## src/rtl/pcg_map.svh

```systemverilog
// Purpose: Register offsets, field positions, reset values and counts for the clock generator
// Assumes: Included by bare name from every design file that needs it
// Notes: Word registers on a 4-bit index, 32-bit data
`ifndef PCG_MAP_SVH
`define PCG_MAP_SVH

// ************************************************************
// Register offsets
// ************************************************************
`define PCG_ADDR_CTRL 4'h0
`define PCG_ADDR_BW 4'h1
`define PCG_ADDR_NMUL 4'h2
`define PCG_ADDR_LMUL 4'h3
`define PCG_ADDR_RDIV 4'h4
`define PCG_ADDR_STAT 4'h5
`define PCG_ADDR_CENTER 4'h6

// ************************************************************
// Field positions
// ************************************************************
`define PCG_CTRL_IRQEN 0
`define PCG_CTRL_PON 1
`define PCG_CTRL_BCS 2
`define PCG_CTRL_P_LO 4
`define PCG_CTRL_P_HI 5
`define PCG_CTRL_E_LO 6
`define PCG_CTRL_E_HI 7
`define PCG_BW_AUTO 0
`define PCG_BW_TRK 1
`define PCG_BW_LOCK 2
`define PCG_STAT_ACTIVE 0
`define PCG_STAT_VCOSRC 1
`define PCG_STAT_SWITCH 2

// ************************************************************
// Reset values and counts
// ************************************************************
`define PCG_RST_N 12'h001
`define PCG_RST_L 8'h00
`define PCG_RST_R 4'h1
`define PCG_RST_P 2'h0
`define PCG_RST_E 2'h0
`define PCG_NOMINAL_CENTER_HZ 32'h0000_9600
`define PCG_SWITCH_EDGES 2'h3
`define PCG_TRACK_WINDOWS 4
`define PCG_LOCK_WINDOWS 8

`endif

```

## src/rtl/pcg_pkg.sv

```systemverilog
// Purpose: Shared types of the clock generator
// Assumes: Nothing imported; users write pcg_pkg::name
// Notes: Constants live in pcg_map.svh
package pcg_pkg;
   // Base clock selector states
   typedef enum logic [0:0] {
      PCG_SW_RUN,
      PCG_SW_HOLD
   } pcg_sw_state_t;
endpackage : pcg_pkg

```

## src/rtl/pcg_pin_sync.sv

```systemverilog
// Purpose: Brings an outside clock or level into clk_in and flags its rising edges
// Assumes: Input toggles well below half of clk_in
// Notes: Level moves only when second and third stages agree
module pcg_pin_sync (
   // Clock and reset
   input wire logic clk_in,
   input wire logic sys_rst_in,
   // Pin side
   input wire logic pin_in,
   // Filtered level and edge
   output logic level_out,
   output logic rise_out
);
   logic s1; // Metastable stage, read by s2 only
   logic s2; // Second stage
   logic s3; // Third stage

   // ************************************************************
   // Three-stage capture with agreement filter
   // ************************************************************
   always_ff @(posedge clk_in) begin
      if (sys_rst_in) begin
         s1 <= 1'h0;
         s2 <= 1'h0;
         s3 <= 1'h0;
      end else begin
         s1 <= pin_in;
         s2 <= s1;
         s3 <= s2;
      end
   end

   // Agreement updates the level; a fresh 0->1 gives one pulse
   always_ff @(posedge clk_in) begin
      if (sys_rst_in) begin
         level_out <= 1'h0;
         rise_out <= 1'h0;
      end else begin
         rise_out <= (s2 == s3) && s3 && !level_out;
         if (s2 == s3) begin
            level_out <= s3;
         end
      end
   end
endmodule : pcg_pin_sync

```

## src/rtl/pcg_mod_div.sv

```systemverilog
// Purpose: Modulo divider of ticks; one output pulse per modulus ticks
// Assumes: Modulus changes only while cleared
// Notes: A modulus of zero divides by one
module pcg_mod_div #(
   parameter int W = 12
) (
   // Clock and reset
   input wire logic clk_in,
   input wire logic sys_rst_in,
   // Control
   input wire logic clear_in,
   input wire logic tick_in,
   input wire logic [W-1:0] modulus_in,
   // Output
   output logic pulse_out,
   output logic level_out
);
   logic [W-1:0] count; // Ticks seen in this period
   logic [W-1:0] last; // Terminal count

   // Zero reads as one, so the terminal count is then zero too
   assign last = (modulus_in == '0) ? '0 : W'(modulus_in - W'(1));

   // ************************************************************
   // Counter, pulse and half-rate level
   // ************************************************************
   always_ff @(posedge clk_in) begin
      if (sys_rst_in || clear_in) begin
         count <= '0;
         pulse_out <= 1'h0;
         level_out <= 1'h0;
      end else begin
         pulse_out <= 1'h0;
         if (tick_in) begin
            if (count >= last) begin
               count <= '0;
               pulse_out <= 1'h1;
               level_out <= !level_out;
            end else begin
               count <= W'(count + W'(1));
            end
         end
      end
   end
endmodule : pcg_mod_div

```

## src/rtl/pcg_top.sv

```systemverilog
// Purpose: Digital side of the PLL clock generator: dividers, lock detector, selector, registers
// Assumes: Crystal and VCO clocks arrive as pins well below clk_in/2
// Notes: Reads return data one cycle after the read strobe, zero elsewhere
// How it works
// - Base clock from crystal/2 or VCO/2
// - Oscillator runs on sysint enable or stop-bit
// - Reference clock is buffered crystal clock
// - Reference divided by R for detectors
// - VCO divided by 2^P then N
// - Lock detector compares divided clock frequencies
// - Acquisition mode reads tracking-select as zero
// - Tracking unless acquiring, or tracking-select set
// - Auto mode: detector switches filter mode
// - Auto: tracking-select read-only, follows tolerance
// - Auto: lock flag read-only, follows tolerance
// - Auto with enable: interrupt each lock toggle
// - Manual: written tracking-select picks mode
// - Manual: lock flag off, no interrupts
// - Center frequency is 38.4 kHz times L times 2^E
// - Bus clock is quarter of selected clock
// - R or N of zero acts as one
// - L of zero disables PLL, forces crystal
// - No VCO select while off, no off while selected
// - Hold base clock during source change
`include "pcg_map.svh"
module pcg_top #(
   parameter int TRACK_WINDOWS = `PCG_TRACK_WINDOWS,
   parameter int LOCK_WINDOWS = `PCG_LOCK_WINDOWS
) (
   // Clock and reset
   input wire logic clk_in,
   input wire logic sys_rst_in,
   // Register port
   input wire logic [3:0] reg_addr_in,
   input wire logic [31:0] reg_wr_data_in,
   input wire logic reg_wr_in,
   input wire logic reg_rd_in,
   output logic [31:0] reg_rd_data_out,
   // Oscillator control
   input wire logic osc_enable_from_sysint_in,
   input wire logic osc_run_in_stop_in,
   output logic osc_enable_out,
   // Clock pins from the analog side
   input wire logic crystal_clock_in,
   input wire logic vco_clock_in,
   // Analog controls
   output logic pll_active_out,
   output logic tracking_mode_out,
   output logic [31:0] vco_center_freq_out,
   // Derived clocks
   output logic pll_reference_clock_out,
   output logic divided_reference_clock_out,
   output logic vco_feedback_clock_out,
   output logic base_clock_out,
   output logic bus_clock_out,
   // Interrupt request
   output logic pll_irq_out
);
   // ************************************************************
   // Declarations
   // ************************************************************
   logic pll_irq_enable; // Interrupt enable
   logic pll_power_on; // PLL power request
   logic base_clock_select; // Software wants the VCO
   logic [1:0] p_exp; // Prescaler exponent
   logic [1:0] e_exp; // VCO range exponent
   logic [11:0] n_mul; // Feedback modulus
   logic [7:0] l_mul; // VCO linear range factor
   logic [3:0] r_div; // Reference modulus
   logic auto_bw; // Automatic bandwidth mode
   logic manual_trk; // Written tracking-select
   logic xtal_level; // Filtered crystal level
   logic xtal_rise; // Crystal rising edge
   logic vco_rise; // VCO rising edge
   logic pll_active; // PLL really running
   logic ref_pulse; // Divided reference edge
   logic pre_pulse; // Prescaler output edge
   logic fb_pulse; // Feedback edge
   logic [3:0] pre_mod; // 2^P as a modulus
   logic [1:0] fb_count; // Feedback edges this window, saturating
   logic [7:0] good_run; // Consecutive good windows
   logic det_track; // Detector: within acquisition tolerance
   logic det_lock; // Detector: within lock tolerance
   logic lock_flag; // Registered lock status
   logic track_flag; // Registered tracking status
   logic tracking_select; // Value software reads
   pcg_pkg::pcg_sw_state_t sw_state; // Selector state
   logic vco_source; // Source now driving the base clock
   logic want_vco; // Source asked for
   logic [1:0] old_edges; // Old-source edges during hold
   logic [1:0] new_edges; // New-source edges during hold
   logic src_rise; // Rising edge of the active source
   logic next_pon; // Power-on after a control write
   logic next_bcs; // Select after a control write

   // ************************************************************
   // Oscillator enable and reference
   // ************************************************************
   assign osc_enable_out = osc_enable_from_sysint_in || osc_run_in_stop_in;

   // Crystal clock enters through the pin filter
   pcg_pin_sync u_xtal_sync (
      .clk_in(clk_in),
      .sys_rst_in(sys_rst_in),
      .pin_in(crystal_clock_in),
      .level_out(xtal_level),
      .rise_out(xtal_rise)
   );

   // VCO clock enters the same way
   pcg_pin_sync u_vco_sync (
      .clk_in(clk_in),
      .sys_rst_in(sys_rst_in),
      .pin_in(vco_clock_in),
      .level_out(),
      .rise_out(vco_rise)
   );

   // Reference is a buffered copy of the crystal, same rate
   always_ff @(posedge clk_in) begin
      if (sys_rst_in) begin
         pll_reference_clock_out <= 1'h0;
      end else begin
         pll_reference_clock_out <= xtal_level;
      end
   end

   // ************************************************************
   // Dividers
   // ************************************************************
   // L of zero keeps the PLL dark whatever power-on says
   assign pll_active = pll_power_on && (l_mul != `PCG_RST_L);
   assign pll_active_out = pll_active;
   assign pre_mod = 4'(4'h1 << p_exp);

   // Reference divider, zero acts as one inside the divider
   pcg_mod_div #(.W(4)) u_ref_div (
      .clk_in(clk_in),
      .sys_rst_in(sys_rst_in),
      .clear_in(!pll_active),
      .tick_in(xtal_rise),
      .modulus_in(r_div),
      .pulse_out(ref_pulse),
      .level_out(divided_reference_clock_out)
   );

   // Power-of-two prescaler on the VCO
   pcg_mod_div #(.W(4)) u_pre_div (
      .clk_in(clk_in),
      .sys_rst_in(sys_rst_in),
      .clear_in(!pll_active),
      .tick_in(vco_rise),
      .modulus_in(pre_mod),
      .pulse_out(pre_pulse),
      .level_out()
   );

   // Modulo N after the prescaler
   pcg_mod_div #(.W(12)) u_fb_div (
      .clk_in(clk_in),
      .sys_rst_in(sys_rst_in),
      .clear_in(!pll_active),
      .tick_in(pre_pulse),
      .modulus_in(n_mul),
      .pulse_out(fb_pulse),
      .level_out(vco_feedback_clock_out)
   );

   // ************************************************************
   // Lock detector
   // ************************************************************
   // One feedback edge per reference period is a good window.
   // Tolerance is a run of good windows; one bad window drops both flags,
   // so a noise hit is seen within one reference period.
   always_ff @(posedge clk_in) begin
      if (sys_rst_in || !pll_active) begin
         fb_count <= 2'h0;
         good_run <= 8'h00;
         det_track <= 1'h0;
         det_lock <= 1'h0;
      end else if (ref_pulse) begin
         fb_count <= fb_pulse ? 2'h1 : 2'h0;
         if (fb_count == 2'h1) begin
            if (good_run < 8'(LOCK_WINDOWS)) begin
               good_run <= 8'(good_run + 8'h01);
            end
            det_track <= (good_run + 8'h01) >= 8'(TRACK_WINDOWS);
            det_lock <= (good_run + 8'h01) >= 8'(LOCK_WINDOWS);
         end else begin
            good_run <= 8'h00;
            det_track <= 1'h0;
            det_lock <= 1'h0;
         end
      end else if (fb_pulse && fb_count != 2'h3) begin
         fb_count <= 2'(fb_count + 2'h1);
      end
   end

   // Status flags are registered once before software or the irq sees them
   always_ff @(posedge clk_in) begin
      if (sys_rst_in) begin
         lock_flag <= 1'h0;
         track_flag <= 1'h0;
      end else begin
         lock_flag <= auto_bw && det_lock;
         track_flag <= det_track;
      end
   end

   // Auto: detector owns the bit; manual: software owns it
   assign tracking_select = auto_bw ? track_flag : manual_trk;
   // Filter is narrow whenever the mode bit says tracking
   assign tracking_mode_out = tracking_select;

   // Interrupt on every lock change, only in auto with enable
   always_ff @(posedge clk_in) begin
      if (sys_rst_in) begin
         pll_irq_out <= 1'h0;
      end else begin
         pll_irq_out <= auto_bw && pll_irq_enable && (det_lock != lock_flag);
      end
   end

   // ************************************************************
   // Register writes
   // ************************************************************
   // VCO select needs the PLL already on; power-off is refused while selected.
   // Doing both in one write keeps the old select and old power state apart.
   assign next_bcs = reg_wr_data_in[`PCG_CTRL_BCS] && pll_active;
   assign next_pon = reg_wr_data_in[`PCG_CTRL_PON] || base_clock_select;

   // Control register; divider factors frozen while the PLL is on
   always_ff @(posedge clk_in) begin
      if (sys_rst_in) begin
         pll_irq_enable <= 1'h0;
         pll_power_on <= 1'h0;
         base_clock_select <= 1'h0;
         p_exp <= `PCG_RST_P;
         e_exp <= `PCG_RST_E;
      end else begin
         if (reg_wr_in && reg_addr_in == `PCG_ADDR_CTRL) begin
            pll_irq_enable <= reg_wr_data_in[`PCG_CTRL_IRQEN];
            pll_power_on <= next_pon;
            base_clock_select <= next_bcs;
            if (!pll_power_on) begin
               p_exp <= reg_wr_data_in[`PCG_CTRL_P_HI:`PCG_CTRL_P_LO];
               e_exp <= reg_wr_data_in[`PCG_CTRL_E_HI:`PCG_CTRL_E_LO];
            end
         end else if (!pll_active) begin
            base_clock_select <= 1'h0;
         end
      end
   end

   // Bandwidth register: tracking-select writable only in manual mode
   always_ff @(posedge clk_in) begin
      if (sys_rst_in) begin
         auto_bw <= 1'h0;
         manual_trk <= 1'h0;
      end else if (reg_wr_in && reg_addr_in == `PCG_ADDR_BW) begin
         auto_bw <= reg_wr_data_in[`PCG_BW_AUTO];
         if (!reg_wr_data_in[`PCG_BW_AUTO]) begin
            manual_trk <= reg_wr_data_in[`PCG_BW_TRK];
         end
      end
   end

   // Multiplier and divider factors
   always_ff @(posedge clk_in) begin
      if (sys_rst_in) begin
         n_mul <= `PCG_RST_N;
         l_mul <= `PCG_RST_L;
         r_div <= `PCG_RST_R;
      end else if (reg_wr_in && !pll_power_on) begin
         if (reg_addr_in == `PCG_ADDR_NMUL) begin
            n_mul <= reg_wr_data_in[11:0];
         end
         if (reg_addr_in == `PCG_ADDR_LMUL) begin
            l_mul <= reg_wr_data_in[7:0];
         end
         if (reg_addr_in == `PCG_ADDR_RDIV) begin
            r_div <= reg_wr_data_in[3:0];
         end
      end
   end

   // Center of range handed to the VCO range logic
   always_ff @(posedge clk_in) begin
      if (sys_rst_in) begin
         vco_center_freq_out <= 32'h0000_0000;
      end else begin
         vco_center_freq_out <= 32'(({24'h00_0000, l_mul} << e_exp) * `PCG_NOMINAL_CENTER_HZ);
      end
   end

   // ************************************************************
   // Register reads
   // ************************************************************
   // Data stands only in the cycle after the strobe
   always_ff @(posedge clk_in) begin
      if (sys_rst_in || !reg_rd_in) begin
         reg_rd_data_out <= 32'h0000_0000;
      end else begin
         case (reg_addr_in)
            `PCG_ADDR_CTRL: begin
               reg_rd_data_out <= {24'h00_0000, e_exp, p_exp, 1'h0, base_clock_select,
                                   pll_power_on, pll_irq_enable};
            end
            `PCG_ADDR_BW: begin
               reg_rd_data_out <= {29'h0000_0000, lock_flag, tracking_select, auto_bw};
            end
            `PCG_ADDR_NMUL: begin
               reg_rd_data_out <= {20'h0_0000, n_mul};
            end
            `PCG_ADDR_LMUL: begin
               reg_rd_data_out <= {24'h00_0000, l_mul};
            end
            `PCG_ADDR_RDIV: begin
               reg_rd_data_out <= {28'h000_0000, r_div};
            end
            `PCG_ADDR_STAT: begin
               reg_rd_data_out <= {29'h0000_0000, sw_state == pcg_pkg::PCG_SW_HOLD, vco_source,
                                   pll_active};
            end
            `PCG_ADDR_CENTER: begin
               reg_rd_data_out <= vco_center_freq_out;
            end
            default: begin
               reg_rd_data_out <= 32'h0000_0000;
            end
         endcase
      end
   end

   // ************************************************************
   // Base clock selector
   // ************************************************************
   assign want_vco = base_clock_select && pll_active;
   assign src_rise = vco_source ? vco_rise : xtal_rise;

   // Glitch-free change: freeze output until both clocks gave three edges, or the crystal alone when leaving the VCO with the PLL inactive.
   // Costs a few slow crystal periods but never a runt pulse.
   always_ff @(posedge clk_in) begin
      if (sys_rst_in) begin
         sw_state <= pcg_pkg::PCG_SW_RUN;
         vco_source <= 1'h0;
         old_edges <= 2'h0;
         new_edges <= 2'h0;
      end else begin
         case (sw_state)
            pcg_pkg::PCG_SW_RUN: begin
               old_edges <= 2'h0;
               new_edges <= 2'h0;
               if (want_vco != vco_source) begin
                  sw_state <= pcg_pkg::PCG_SW_HOLD;
               end
            end
            pcg_pkg::PCG_SW_HOLD: begin
               if (src_rise && old_edges != `PCG_SWITCH_EDGES) begin
                  old_edges <= 2'(old_edges + 2'h1);
               end
               if ((vco_source ? xtal_rise : vco_rise) && new_edges != `PCG_SWITCH_EDGES) begin
                  new_edges <= 2'(new_edges + 2'h1);
               end
               // A dead VCO must not trap the crystal, so leaving the VCO with the PLL inactive needs crystal edges only
               if (old_edges == `PCG_SWITCH_EDGES && new_edges == `PCG_SWITCH_EDGES) begin
                  vco_source <= !vco_source;
                  sw_state <= pcg_pkg::PCG_SW_RUN;
               end else if (vco_source && !pll_active && new_edges == `PCG_SWITCH_EDGES) begin
                  vco_source <= 1'h0;
                  sw_state <= pcg_pkg::PCG_SW_RUN;
               end
            end
            default: begin
               sw_state <= pcg_pkg::PCG_SW_RUN;
            end
         endcase
      end
   end

   // Base toggles on each source rise in the run state; bus toggles on each base rise
   always_ff @(posedge clk_in) begin
      if (sys_rst_in) begin
         base_clock_out <= 1'h0;
         bus_clock_out <= 1'h0;
      end else if (sw_state == pcg_pkg::PCG_SW_RUN && src_rise) begin
         base_clock_out <= !base_clock_out;
         if (!base_clock_out) begin
            bus_clock_out <= !bus_clock_out;
         end
      end
   end
endmodule : pcg_top

```

## config.mk

```make
export PLATFORM = sky130hd
export DESIGN_NAME = pcg_top
export DESIGN_NICKNAME = d
export VERILOG_FILES = /design/src/rtl/pcg_pkg.sv /design/src/rtl/pcg_pin_sync.sv /design/src/rtl/pcg_mod_div.sv /design/src/rtl/pcg_top.sv
export VERILOG_INCLUDE_DIRS = /design/src /design/src/rtl
export SDC_FILE = /design/constraint.sdc
export NUM_CORES = 1
export LEC_CHECK = 0
export BUFFER_PORTS_ARGS = -buffer_cell sky130_fd_sc_hd__buf_2
export CAP_MARGIN = 30
export CORE_MARGIN = 8
export CORE_UTILIZATION = 45
export DETAILED_ROUTE_END_ITERATION = 8
export PLACE_DENSITY_LB_ADDON = 0.25
export SYNTH_ARGS = -nofsm -noshare
export SYNTH_HDL_FRONTEND = slang
export SYNTH_HIERARCHICAL = 1
export SYNTH_SLANG_ARGS = --single-unit
```

## constraint.sdc

```tcl
create_clock -name clk_in -period 6.4 [get_ports clk_in]
set_input_delay 0.32 -clock clk_in [delete_from_list [all_inputs] [get_ports clk_in]]
set_output_delay 0.32 -clock clk_in [all_outputs]
set_load 0.1 [all_outputs]
```

==> results of run 1 <==
[final cells by class]
cell class,count,area (um2)
fill,1619,8180
multi-input combinational,677,4790
sequential,137,2740
clock buffer,18,439
timing repair buffer,82,424
tap,225,282
clock inverter,12,198
inverter,49,186
[routing by layer]
| metal | wire length [um] | part of all wire [%] |
|---|---|---|
| met5 | 48 | 0.28 |
| met4 | 305 | 1.8 |
| met3 | 805 | 4.6 |
| met2 | 7950 | 46 |
| met1 | 8240 | 48 |
[worst register-to-register path, stage by stage (launching register included)]
cell,delay [ns]
dfxtp_1,0.71
mux2_2,0.41
o21ai_0,0.29
inv_1,0.17
ha_1,0.32
ha_1,0.27
inv_1,0.05
fa_1,0.49
fa_1,0.51
inv_1,0.04
ha_1,0.37
and3_1,0.21
a221oi_4,0.36
o21ai_1,0.18
a221oi_2,0.29
mux2_2,0.36
[how the worst max path moves through the flow]
stage	cells after the start	start	to	slack [ns]
2_1_floorplan	16	e_exp[1]$_SDFFE_PP0P_	vco_center_freq_out[23]$_SDFF_PP0_	1.78
3_3_place_gp	15	e_exp[1]$_SDFFE_PP0P_	vco_center_freq_out[23]$_SDFF_PP0_	1.33
3_5_place_dp	15	e_exp[1]$_SDFFE_PP0P_	vco_center_freq_out[23]$_SDFF_PP0_	1.25
4_1_cts	15	e_exp[1]$_SDFFE_PP0P_	vco_center_freq_out[23]$_SDFF_PP0_	1.24
5_1_grt	15	e_exp[1]$_SDFFE_PP0P_	vco_center_freq_out[23]$_SDFF_PP0_	0.99
6_report	15	e_exp[1]$_SDFFE_PP0P_	vco_center_freq_out[23]$_SDFF_PP0_	1.25
[registers in the layout (all words and copies together) (netlist names), 2 cells and up]
signal and count:
u_fb_div/count 12, e_exp 2, u_ref_div/count 4, fb_count 2, p_exp 2, r_div 4, vco_center_freq_out 18, u_pre_div/count 4
new_edges 2, good_run 8, l_mul 8, old_edges 2, reg_rd_data_out 27, n_mul 12
[layout by cell type (no fill, tap or decap), types with 4 or more instances in the layout]
| master | instances |
|---|---|
| a21o_1 | 6 |
| nor3b_1 | 4 |
| o21a_1 | 8 |
| and3_1 | 11 |
| nor3_1 | 20 |
| xnor2_1 | 13 |
| nand3b_1 | 5 |
| a211oi_1 | 4 |
| o31ai_1 | 4 |
| ha_1 | 79 |
| conb_1 | 19 |
| nand3_1 | 35 |
| and2_1 | 23 |
| dfxtp_1 | 137 |
| clkbuf_16 | 17 |
| xor2_1 | 21 |
| fa_1 | 13 |
| mux2i_1 | 29 |
| nor2b_1 | 26 |
| or3_1 | 4 |
| a21oi_1 | 61 |
| bufinv_16 | 5 |
| o211ai_1 | 5 |
| nand2_1 | 80 |
| inv_1 | 48 |
| o21ai_0 | 15 |
| nand4_1 | 9 |
| a31oi_1 | 4 |
| mux2_2 | 8 |
| nor2_1 | 96 |
| o22ai_1 | 5 |
| nand2b_1 | 4 |
| nor4_1 | 6 |
| or2_2 | 5 |
| buf_2 | 77 |
| a22oi_1 | 7 |
[power by group through the flow]
stage,combinational (mW),clock [mW],sequential [mW]
finish,0.163,1.08,0.866
global route,0.176,1.13,0.867
CTS,0.164,1.10,0.866
detailed placement,0.163,0,0.885
global placement,0.162,0,0.885
floorplan,0.125,0,0.901
[per-stage QoR]
stage / hold WS, ns / area [um2]
after floorplan: 0.391 / 7980
after global placement: 0.418 / 8400
after detailed placement: 0.424 / 8420
after CTS: 0.0892 / 9050
after global routing: 0.0989 / 9060
final: 0.110 / 9060
==> run summary, run 1 <==
status = finished clean
fin cells = 1,200
Clock power frac = 51.1%
unrepaired setup endpoints after global routing = no
Initial Util = 45.9%
Worst EP required = 6.71 ns
via total after detailed routing = 6,251
Clk pin slew, worst setup/hold paths = 0.06 ns
Comb power frac = 7.8%
DRC viols = 0
post_cts resized = 0
worst reg2reg startpoint = e_exp[1]$_SDFFE_PP0P_
area growth from synthesis to layout = 14.4%
CTS tree = built
Final nets = 1,100
WL/cell = 14.5 um
Die H = 149 um
crit path cell chain = mux2_2 > o21ai_0 > inv_1 > ha_1 > ha_1 > inv_1 > fa_1 > fa_1 > inv_1 > ha_1 > and3_1 > a221oi_4 > o21ai_1 > a221oi_2 > mux2_2
Post-CTS Setup Inserts = 0
GRT Overall Usage = 16.1%
worst path buffer plus inverter count = 3
crit-path max cell delay = 0.71 ns
final setup margin = 1.25 ns
setup_tns = 0 ns
Worst setup EP type = register
Finished Core Util = 52.5%
synthesized area per cell = 8.87 um2
Slew HR = 45.7%
Placed Instances = 1,169
Post-Syn Instances = 892
met2 usage = 25.7%
max-slew violation total from the final report = 0
final setup fails = 0
Slew @ Worst Pin = 0.811 ns
Final Cycle Share = 80.5%
post-route ant nets = 0
DP Worst Slack = 1.25 ns
clk root buf = clkbuf_16
share of cells above drive strength 1 = 14.9%
drt total wl = 17,400 um
ANT cells = 0
Hold Crit Depth = 2
Clock Path Buffers = 2
P_sw = 0.513 mW
share of power burned in registers = 41.1%
Final Skew = 0.00627 ns
Final HPWL DP = 12,900 um
worst skew pair latency = 0.42 ns
Via-to-Cell Ratio = 5.21
Min-Delay Endpoint = u_xtal_sync/s1$_SDFF_PP0_
PortBufs = 77
Lkg Pwr = 4.05 nW
Die W = 149 um
Die ar. = 22,100 um2
Clock Sinks = 137
met3 Use GR = 3.68%
reg2reg end = vco_center_freq_out[23]$_SDFF_PP0_
startpoint types = register
Peak Freq = 0.194 GHz
drt initial violations = 293
Setup CP Type = reg -> reg
crit path time final = 5.15 ns
drt pass-1 iters = 4
H-tree depth = 4
Final Power = 2.11 mW
Peak VDD IR = 0.195 mV
slowest CP cell = dfxtp_1
Hold Startpoint = crystal_clock_in
sw frac = 24.4%
grt peak-use layer = met2
hold_buf cts = 0
worst hold path class = in -> reg
number of global-route vias before repair = 5,822
PD cells = 233 nW/um2
# rows = 48
GPL Wtd Cong = 0.830
met1 Use GR = 20.7%
Int Pwr = 1.59 mW
Fin. Hold Viols = 0
# IOs = 117
first-pass GRT wire length = 28,800 um
R2R Setup Slk = 1.25 ns
Worst path top cell family by delay = adder cells
r2r worst-path depth = 15
post-synthesis cell area = 7920 um2
Arr. time, crit path = 5.46 ns
total CTS buffers = 17
largest net degree at the start of global routing = 74
max cap viols = 0
Synth warnings = 6
Crit Path Max Fanout = 17
GRT overflow = 0
initial antenna violation count = 3
core area = 17,200 um2
Note: power is estimated with default switching activity, not from simulation.
==> run 2, diff against run 1 <==
==> constraint.sdc (replaced) <==
create_clock -name clk_in -period 4.25 [get_ports clk_in]
set_input_delay 0.2125 -clock clk_in [delete_from_list [all_inputs] [get_ports clk_in]]
set_output_delay 0.2125 -clock clk_in [all_outputs]
set_load 0.1 [all_outputs]
==> run 2 against run 1 <==
Net effect:
- register-to-register slack worse by 1.2 ns
- non-clock buffer count is 48 higher
- die area stayed put
- worst hold slack worse by 0.086 ns
- via count is 2.9% higher
- sequential share of layout area is 2.0 points lower
- fmax is 22% higher
- critical path type unchanged
- highest routed layer unchanged
==> run summary, run 2 (same netlist as run 1, synthesis figures left out) <==
status = finished clean
Lkg Pwr = 4.26 nW (+5.3%)
GPL Wtd Cong = 0.872 (+5.1%)
Worst EP required = 4.56 ns (-2.15 ns)
initial antenna violation count = 5 (+2)
Die H = 149 um (unchanged)
Clk pin slew, worst setup/hold paths = 0.06 ns (about the same)
setup_tns = 0 ns (unchanged)
Final HPWL DP = 13,100 um (+1.2%)
Worst path top cell family by delay = adder cells
clk root buf = clkbuf_16
drt pass-1 iters = 5 (+1)
post-route ant nets = 0 (unchanged)
worst path buffer plus inverter count = 4 (+1)
Slew HR = 44.5% (-1.2 points)
Die W = 149 um (unchanged)
met1 Use GR = 19.1% (-1.6 points)
worst hold path class = in -> reg
Setup CP Type = reg -> reg
drt total wl = 18,300 um (+5.6%)
DP Worst Slack = -0.0455 ns (-1.29 ns)
final setup fails = 0 (unchanged)
Fin. Hold Viols = 0 (unchanged)
Crit Path Max Fanout = 6 (-11)
Final Cycle Share = 99.1% (+19 points)
PD cells = 323 nW/um2 (+39%)
Initial Util = 45.9% (unchanged)
Via-to-Cell Ratio = 5.14 (-1.4%)
met3 Use GR = 3.65% (-0.030 points)
Clock Sinks = 137 (unchanged)
worst hold margin = 0.0235 ns (-0.0862 ns)
Final Power = 3.13 mW (+49%)
worst skew pair latency = 0.42 ns (about the same)
FILL cells = 1,521 (-6.1%)
CTS tree = built
largest net degree at the start of global routing = 80 (+8.1%)
GRT Overall Usage = 16.6% (+0.42 points)
WL/cell = 14.6 um (+1.2%)
share of cells above drive strength 1 = 22.1% (+7.3 points)
# rows = 48 (unchanged)
number of global-route vias before repair = 6,303 (+8.3%)
max cap viols = 0 (unchanged)
Peak VDD IR = 0.282 mV (+45%)
max-slew violation total from the final report = 0 (unchanged)
Worst setup EP type = register
most frequent cells in the layout = 134 x dfxtp_1, 96 x nor2_1, 79 x nand2_1
Final nets = 1,148 (+4.4%)
core area = 17,200 um2 (unchanged)
crit path time final = 4.21 ns (-0.939 ns)
cell mode on critical path = ha_4
unrepaired setup endpoints after global routing = yes
Slew @ Worst Pin = 0.832 ns (+0.0208 ns)
crit-path max cell delay = 0.50 ns (-0.21 ns)
total CTS buffers = 17 (unchanged)
Regs by FF count = reg_rd_data_out (27), vco_center_freq_out (18)
Largest register FFs = 27 (unchanged)
H-tree depth = 4 (unchanged)
CP Launch Point = e_exp[1]$_SDFFE_PP0P_
startpoint types = register
Clock Path Buffers = 2 (unchanged)
grt peak-use layer = met2
most common cell after layout, fill and taps aside = dfxtp_1
slowest CP cell = fa_1
worst reg2reg startpoint = e_exp[1]$_SDFFE_PP0P_
GRT overflow = 0 (unchanged)
Peak Freq = 0.237 GHz (+22%)
DRC viols = 0 (unchanged)
crit path cell chain = buf_6 > buf_12 > mux4_2 > ha_4 > ha_4 > inv_2 > fa_1 > fa_1 > inv_2 > ha_4 > and3_4 > a221oi_4 > nor4_1 > nor4_1 > mux2_2
Arr. time, crit path = 4.52 ns (-0.94 ns)
PortBufs = 77 (unchanged)
met2 usage = 29.1% (+3.4 points)
drt initial violations = 244 (-17%)
final setup margin = 0.0385 ns (-1.21 ns)
Finished Core Util = 56.3% (+3.7 points)
first-pass GRT wire length = 29,800 um (+3.7%)
# IOs = 117 (unchanged)
via total after detailed routing = 6,433 (+2.9%)
Final Skew = 0.00712 ns (+0.000851 ns)
Hold Startpoint = crystal_clock_in
Die ar. = 22,100 um2 (unchanged)
area growth from synthesis to layout = 22.6%
Largest Register = reg_rd_data_out
==> run 2: final cells by class <==
cell class,instances,area [um2],share of cell area [%]
timing repair buffer,130,823,8.49
tap,225,282,2.90
antenna,2,5.00,0.0516
clock inverter,11,170,1.75
multi-input combinational,677,5040,51.9
sequential,137,2750,28.3
clock buffer,21,450,4.64
inverter,49,186,1.92
==> run 2: through the flow <==
step                      cell area [um2]  std cells
after floorplan                      8020        910
after global placement               8740       1206
after detailed placement             8750       1207
after CTS                            9490       1244
after global routing                 9700       1252
final                                9700       1252
==> run 2: repair_timing <==
action,4_1_cts,5_1_grt
endpoints found under the setup margin,5,5
hold endpoints to repair,1,0
hold buffers,1,0
pin swaps,8,12
cloned,0,1
setup buffers,4,5
gates resized for setup,17,21
==> run 2: worst paths after layout <==
| check | to | slack [ns] | cells past startpoint |
|---|---|---|---|
| worst max-delay path | vco_center_freq_out[25]$_SDFF_PP0_ | 0.04 | 15 |
| worst min-delay path | u_xtal_sync/s1$_SDFF_PP0_ | 0.02 | 2 |
| worst max register to register | vco_center_freq_out[25]$_SDFF_PP0_ | 0.04 | 15 |
| worst min register to register | u_vco_sync/rise_out$_SDFF_PP0_ | 0.43 | 1 |
==> run 2: report_power, final <==
part,switching [mW],internal (mW)
clock network,0.560,0.997
logic,0.203,0.0714
registers,0.00836,1.30
==> run 2: per-layer routing <==
metal | routed length (um) | part of all wire, %
met4 | 403 | 2.2
met2 | 9260 | 50
met3 | 759 | 4.1
met5 | 33 | 0.18
met1 | 7880 | 43
==> run 2: worst reg2reg max path, delay by kind of cell, from the launching register on <==
kind,cells,cell delay [ns]
AOI/OAI and AO/OA,1,0.35
DFF,1,0.35
and+or+nand+nor,3,0.58
adders and majority gates,5,1.71
muxes,2,0.73
buffers and inverters,4,0.35
==> run 3, diff against run 2 <==
--- a/config.mk
+++ b/config.mk
@@ -11,7 +11,7 @@
 export CORE_MARGIN = 8
 export CORE_UTILIZATION = 45
 export DETAILED_ROUTE_END_ITERATION = 8
-export PLACE_DENSITY_LB_ADDON = 0.25
+export PLACE_DENSITY = 0.68
 export SYNTH_ARGS = -nofsm -noshare
 export SYNTH_HDL_FRONTEND = slang
 export SYNTH_HIERARCHICAL = 1
==> run 3 against run 2 <==
Net effect:
- cell area down 1.2%
- critical path depth up 1
- sequential share of layout area up 0.36 points
- die area unchanged
- register-to-register slack better by 0.12 ns
- largest cell class unchanged
- largest power group unchanged
- highest routed layer unchanged
==> run summary, run 3 (same netlist as run 1, synthesis figures left out) <==
status = finished clean
most frequent cells in the layout = 135 x dfxtp_1, 96 x nor2_1, 78 x nand2_1
PortBufs = 77 (unchanged)
GRT overflow = 0 (unchanged)
worst hold path class = in -> reg
fin cells = 1,244 (-0.64%)
Slew HR = 46.0% (+1.4 points)
crit path time final = 4.09 ns (-0.123 ns)
worst skew pair latency = 0.42 ns (about the same)
Peak Freq = 0.245 GHz (+3.0%)
dpl cell area = 8750 um2 (about the same)
ANT cells = 0 (-2)
Largest register FFs = 27 (unchanged)
DP Worst Slack = -0.0689 ns (-0.0234 ns)
CTS tree = built
Final nets = 1,143 (-0.44%)
via total after detailed routing = 6,411 (-0.34%)
worst reg2reg startpoint = e_exp[1]$_SDFFE_PP0P_
DRC viols = 0 (unchanged)
Clock Sinks = 137 (unchanged)
Die ar. = 22,100 um2 (unchanged)
total CTS buffers = 17 (unchanged)
Crit Path Max Fanout = 3 (-3)
share of cells above drive strength 1 = 21.7% (-0.46 points)
drt pass-1 iters = 5 (unchanged)
GRT Overall Usage = 16.4% (-0.20 points)
Final Skew = 0.00683 ns (-0.000289 ns)
Placed Instances = 1,209 (+0.17%)
core area = 17,200 um2 (unchanged)
clk root buf = clkbuf_16
Die W = 149 um (unchanged)
startpoint types = register
Clock Path Buffers = 2 (unchanged)
drt total wl = 18,400 um (+0.32%)
final setup margin = 0.161 ns (+0.123 ns)
first-pass GRT wire length = 29,400 um (-1.5%)
Final HPWL DP = 13,400 um (+2.0%)
number of global-route vias before repair = 6,225 (-1.2%)
Initial Util = 45.9% (unchanged)
Setup CP Type = reg -> reg
drt initial violations = 267 (+9.4%)
# rows = 48 (unchanged)
max-slew violation total from the final report = 0 (unchanged)
Worst EP required = 4.56 ns (about the same)
final setup fails = 0 (unchanged)
post-route cell area = 9580 um2 (-1.2%)
post-route ant nets = 0 (unchanged)
largest net degree at the start of global routing = 80 (unchanged)
most common cell after layout, fill and taps aside = dfxtp_1
Peak VDD IR = 0.299 mV (+6.1%)
PD cells = 313 nW/um2 (-3.2%)
Hold Startpoint = crystal_clock_in
Lkg Pwr = 4.20 nW (-1.5%)
Die H = 149 um (unchanged)
CP Launch Point = e_exp[1]$_SDFFE_PP0P_
Fin. Hold Viols = 0 (unchanged)
Regs by FF count = reg_rd_data_out (27), vco_center_freq_out (18)
Largest Register = reg_rd_data_out
area growth from synthesis to layout = 21.1%
# IOs = 117 (unchanged)
max cap viols = 0 (unchanged)
Final Cycle Share = 96.2% (-2.9 points)
Worst setup EP type = register
GPL Wtd Cong = 0.844 (-3.3%)
Slew @ Worst Pin = 0.811 ns (-0.0211 ns)
initial antenna violation count = 1 (-4)
Arr. time, crit path = 4.39 ns (-0.13 ns)
Clk pin slew, worst setup/hold paths = 0.06 ns (about the same)
WL/cell = 14.8 um (+0.96%)
H-tree depth = 4 (unchanged)
Via-to-Cell Ratio = 5.15 (+0.30%)
-- run 3: cell types whose count changed in the layout (fill, tap and decap cells not counted), sizes merged --
cell / before / now
buf: 128 / 124
clkbuf: 22 / 20
bufinv: 4 / 2
diode: 2 / 0
clkinvlp: 3 / 4
clkinv: 3 / 5
inv: 50 / 49
-- run 3: worst max-delay path: stages (launching register included) --
cell and delay [ns]:
dfxtp_4 0.36, buf_4 0.12, mux2_2 0.35, nand2_1 0.07
o21a_1 0.14, inv_2 0.06, buf_4 0.14, ha_1 0.32
ha_4 0.28, fa_1 0.43, ha_1 0.30, ha_1 0.31
a21o_1 0.19, o21ba_4 0.22, nor3_1 0.05, nor4_2 0.28
mux2_2 0.36
-- run 3: layer usage --
metal | track usage (%) | up-vias | routed length, um
met5 | 0 | - | 8
met4 | 6.17 | 2 | 322
met3 | 3.62 | 24 | 616
met2 | 29.4 | 96 | 9740
met1 | 18.5 | 3011 | 7710
li1 | - | 3278 | -
-- run 3: path summary, 6_finish.rpt --
check                                                           to  slack, ns  cells past startpoint
worst min-delay path                     u_xtal_sync/s1$_SDFF_PP0_       0.03                      2
worst max register to register  vco_center_freq_out[25]$_SDFF_PP0_       0.16                     16
worst min register to register      u_vco_sync/rise_out$_SDFF_PP0_       0.43                      1
worst max-delay path            vco_center_freq_out[25]$_SDFF_PP0_       0.16                     16
-- run 3: per-stage QoR --
| stage | power, mW | setup TNS, ns | hold slack [ns] | utilization [%] |
|---|---|---|---|---|
| 2_1_floorplan | 1.55 | 0 | 0.283 | - |
| 6_report | 3.00 | 0 | 0.0273 | 55.6 |
| 5_1_grt | 3.10 | -0.0362 | 0.0269 | 55.6 |
| 3_5_place_dp | 1.59 | -0.155 | 0.424 | 50.8 |
| 3_3_place_gp | 1.59 | -0.0418 | 0.419 | 50.7 |
| 4_1_cts | 3.01 | 0 | 0.00650 | 54.3 |
-- run 3: where the power goes --
group / internal [mW] / leakage (nW) / total (mW) / switching, mW
combinational: 0.0694 / 2.83 / 0.271 / 0.202
sequential: 1.29 / 1.11 / 1.30 / 0.00843
clock: 0.859 / 0.262 / 1.42 / 0.564
total: 2.22 / 4.20 / 3.00 / 0.774
-- run 3: area by class of cell --
class / instances / area (um2)
Fill cell: 1559 / 7650
Multi-Input combinational cell: 677 / 5050
Sequential cell: 137 / 2750
Timing Repair Buffer: 125 / 756
Clock buffer: 20 / 437
Tap cell: 225 / 282
Inverter: 49 / 186
Clock inverter: 11 / 126
-- run 3: what timing repair did --
item / in CTS / in global routing
setup endpoints to repair: 5 / 8
hold buffers: 1 / 0
pin swaps: 5 / 23
buffers inserted: 2 / 1
resized for setup: 6 / 34
endpoints found under the hold margin: 1 / 0
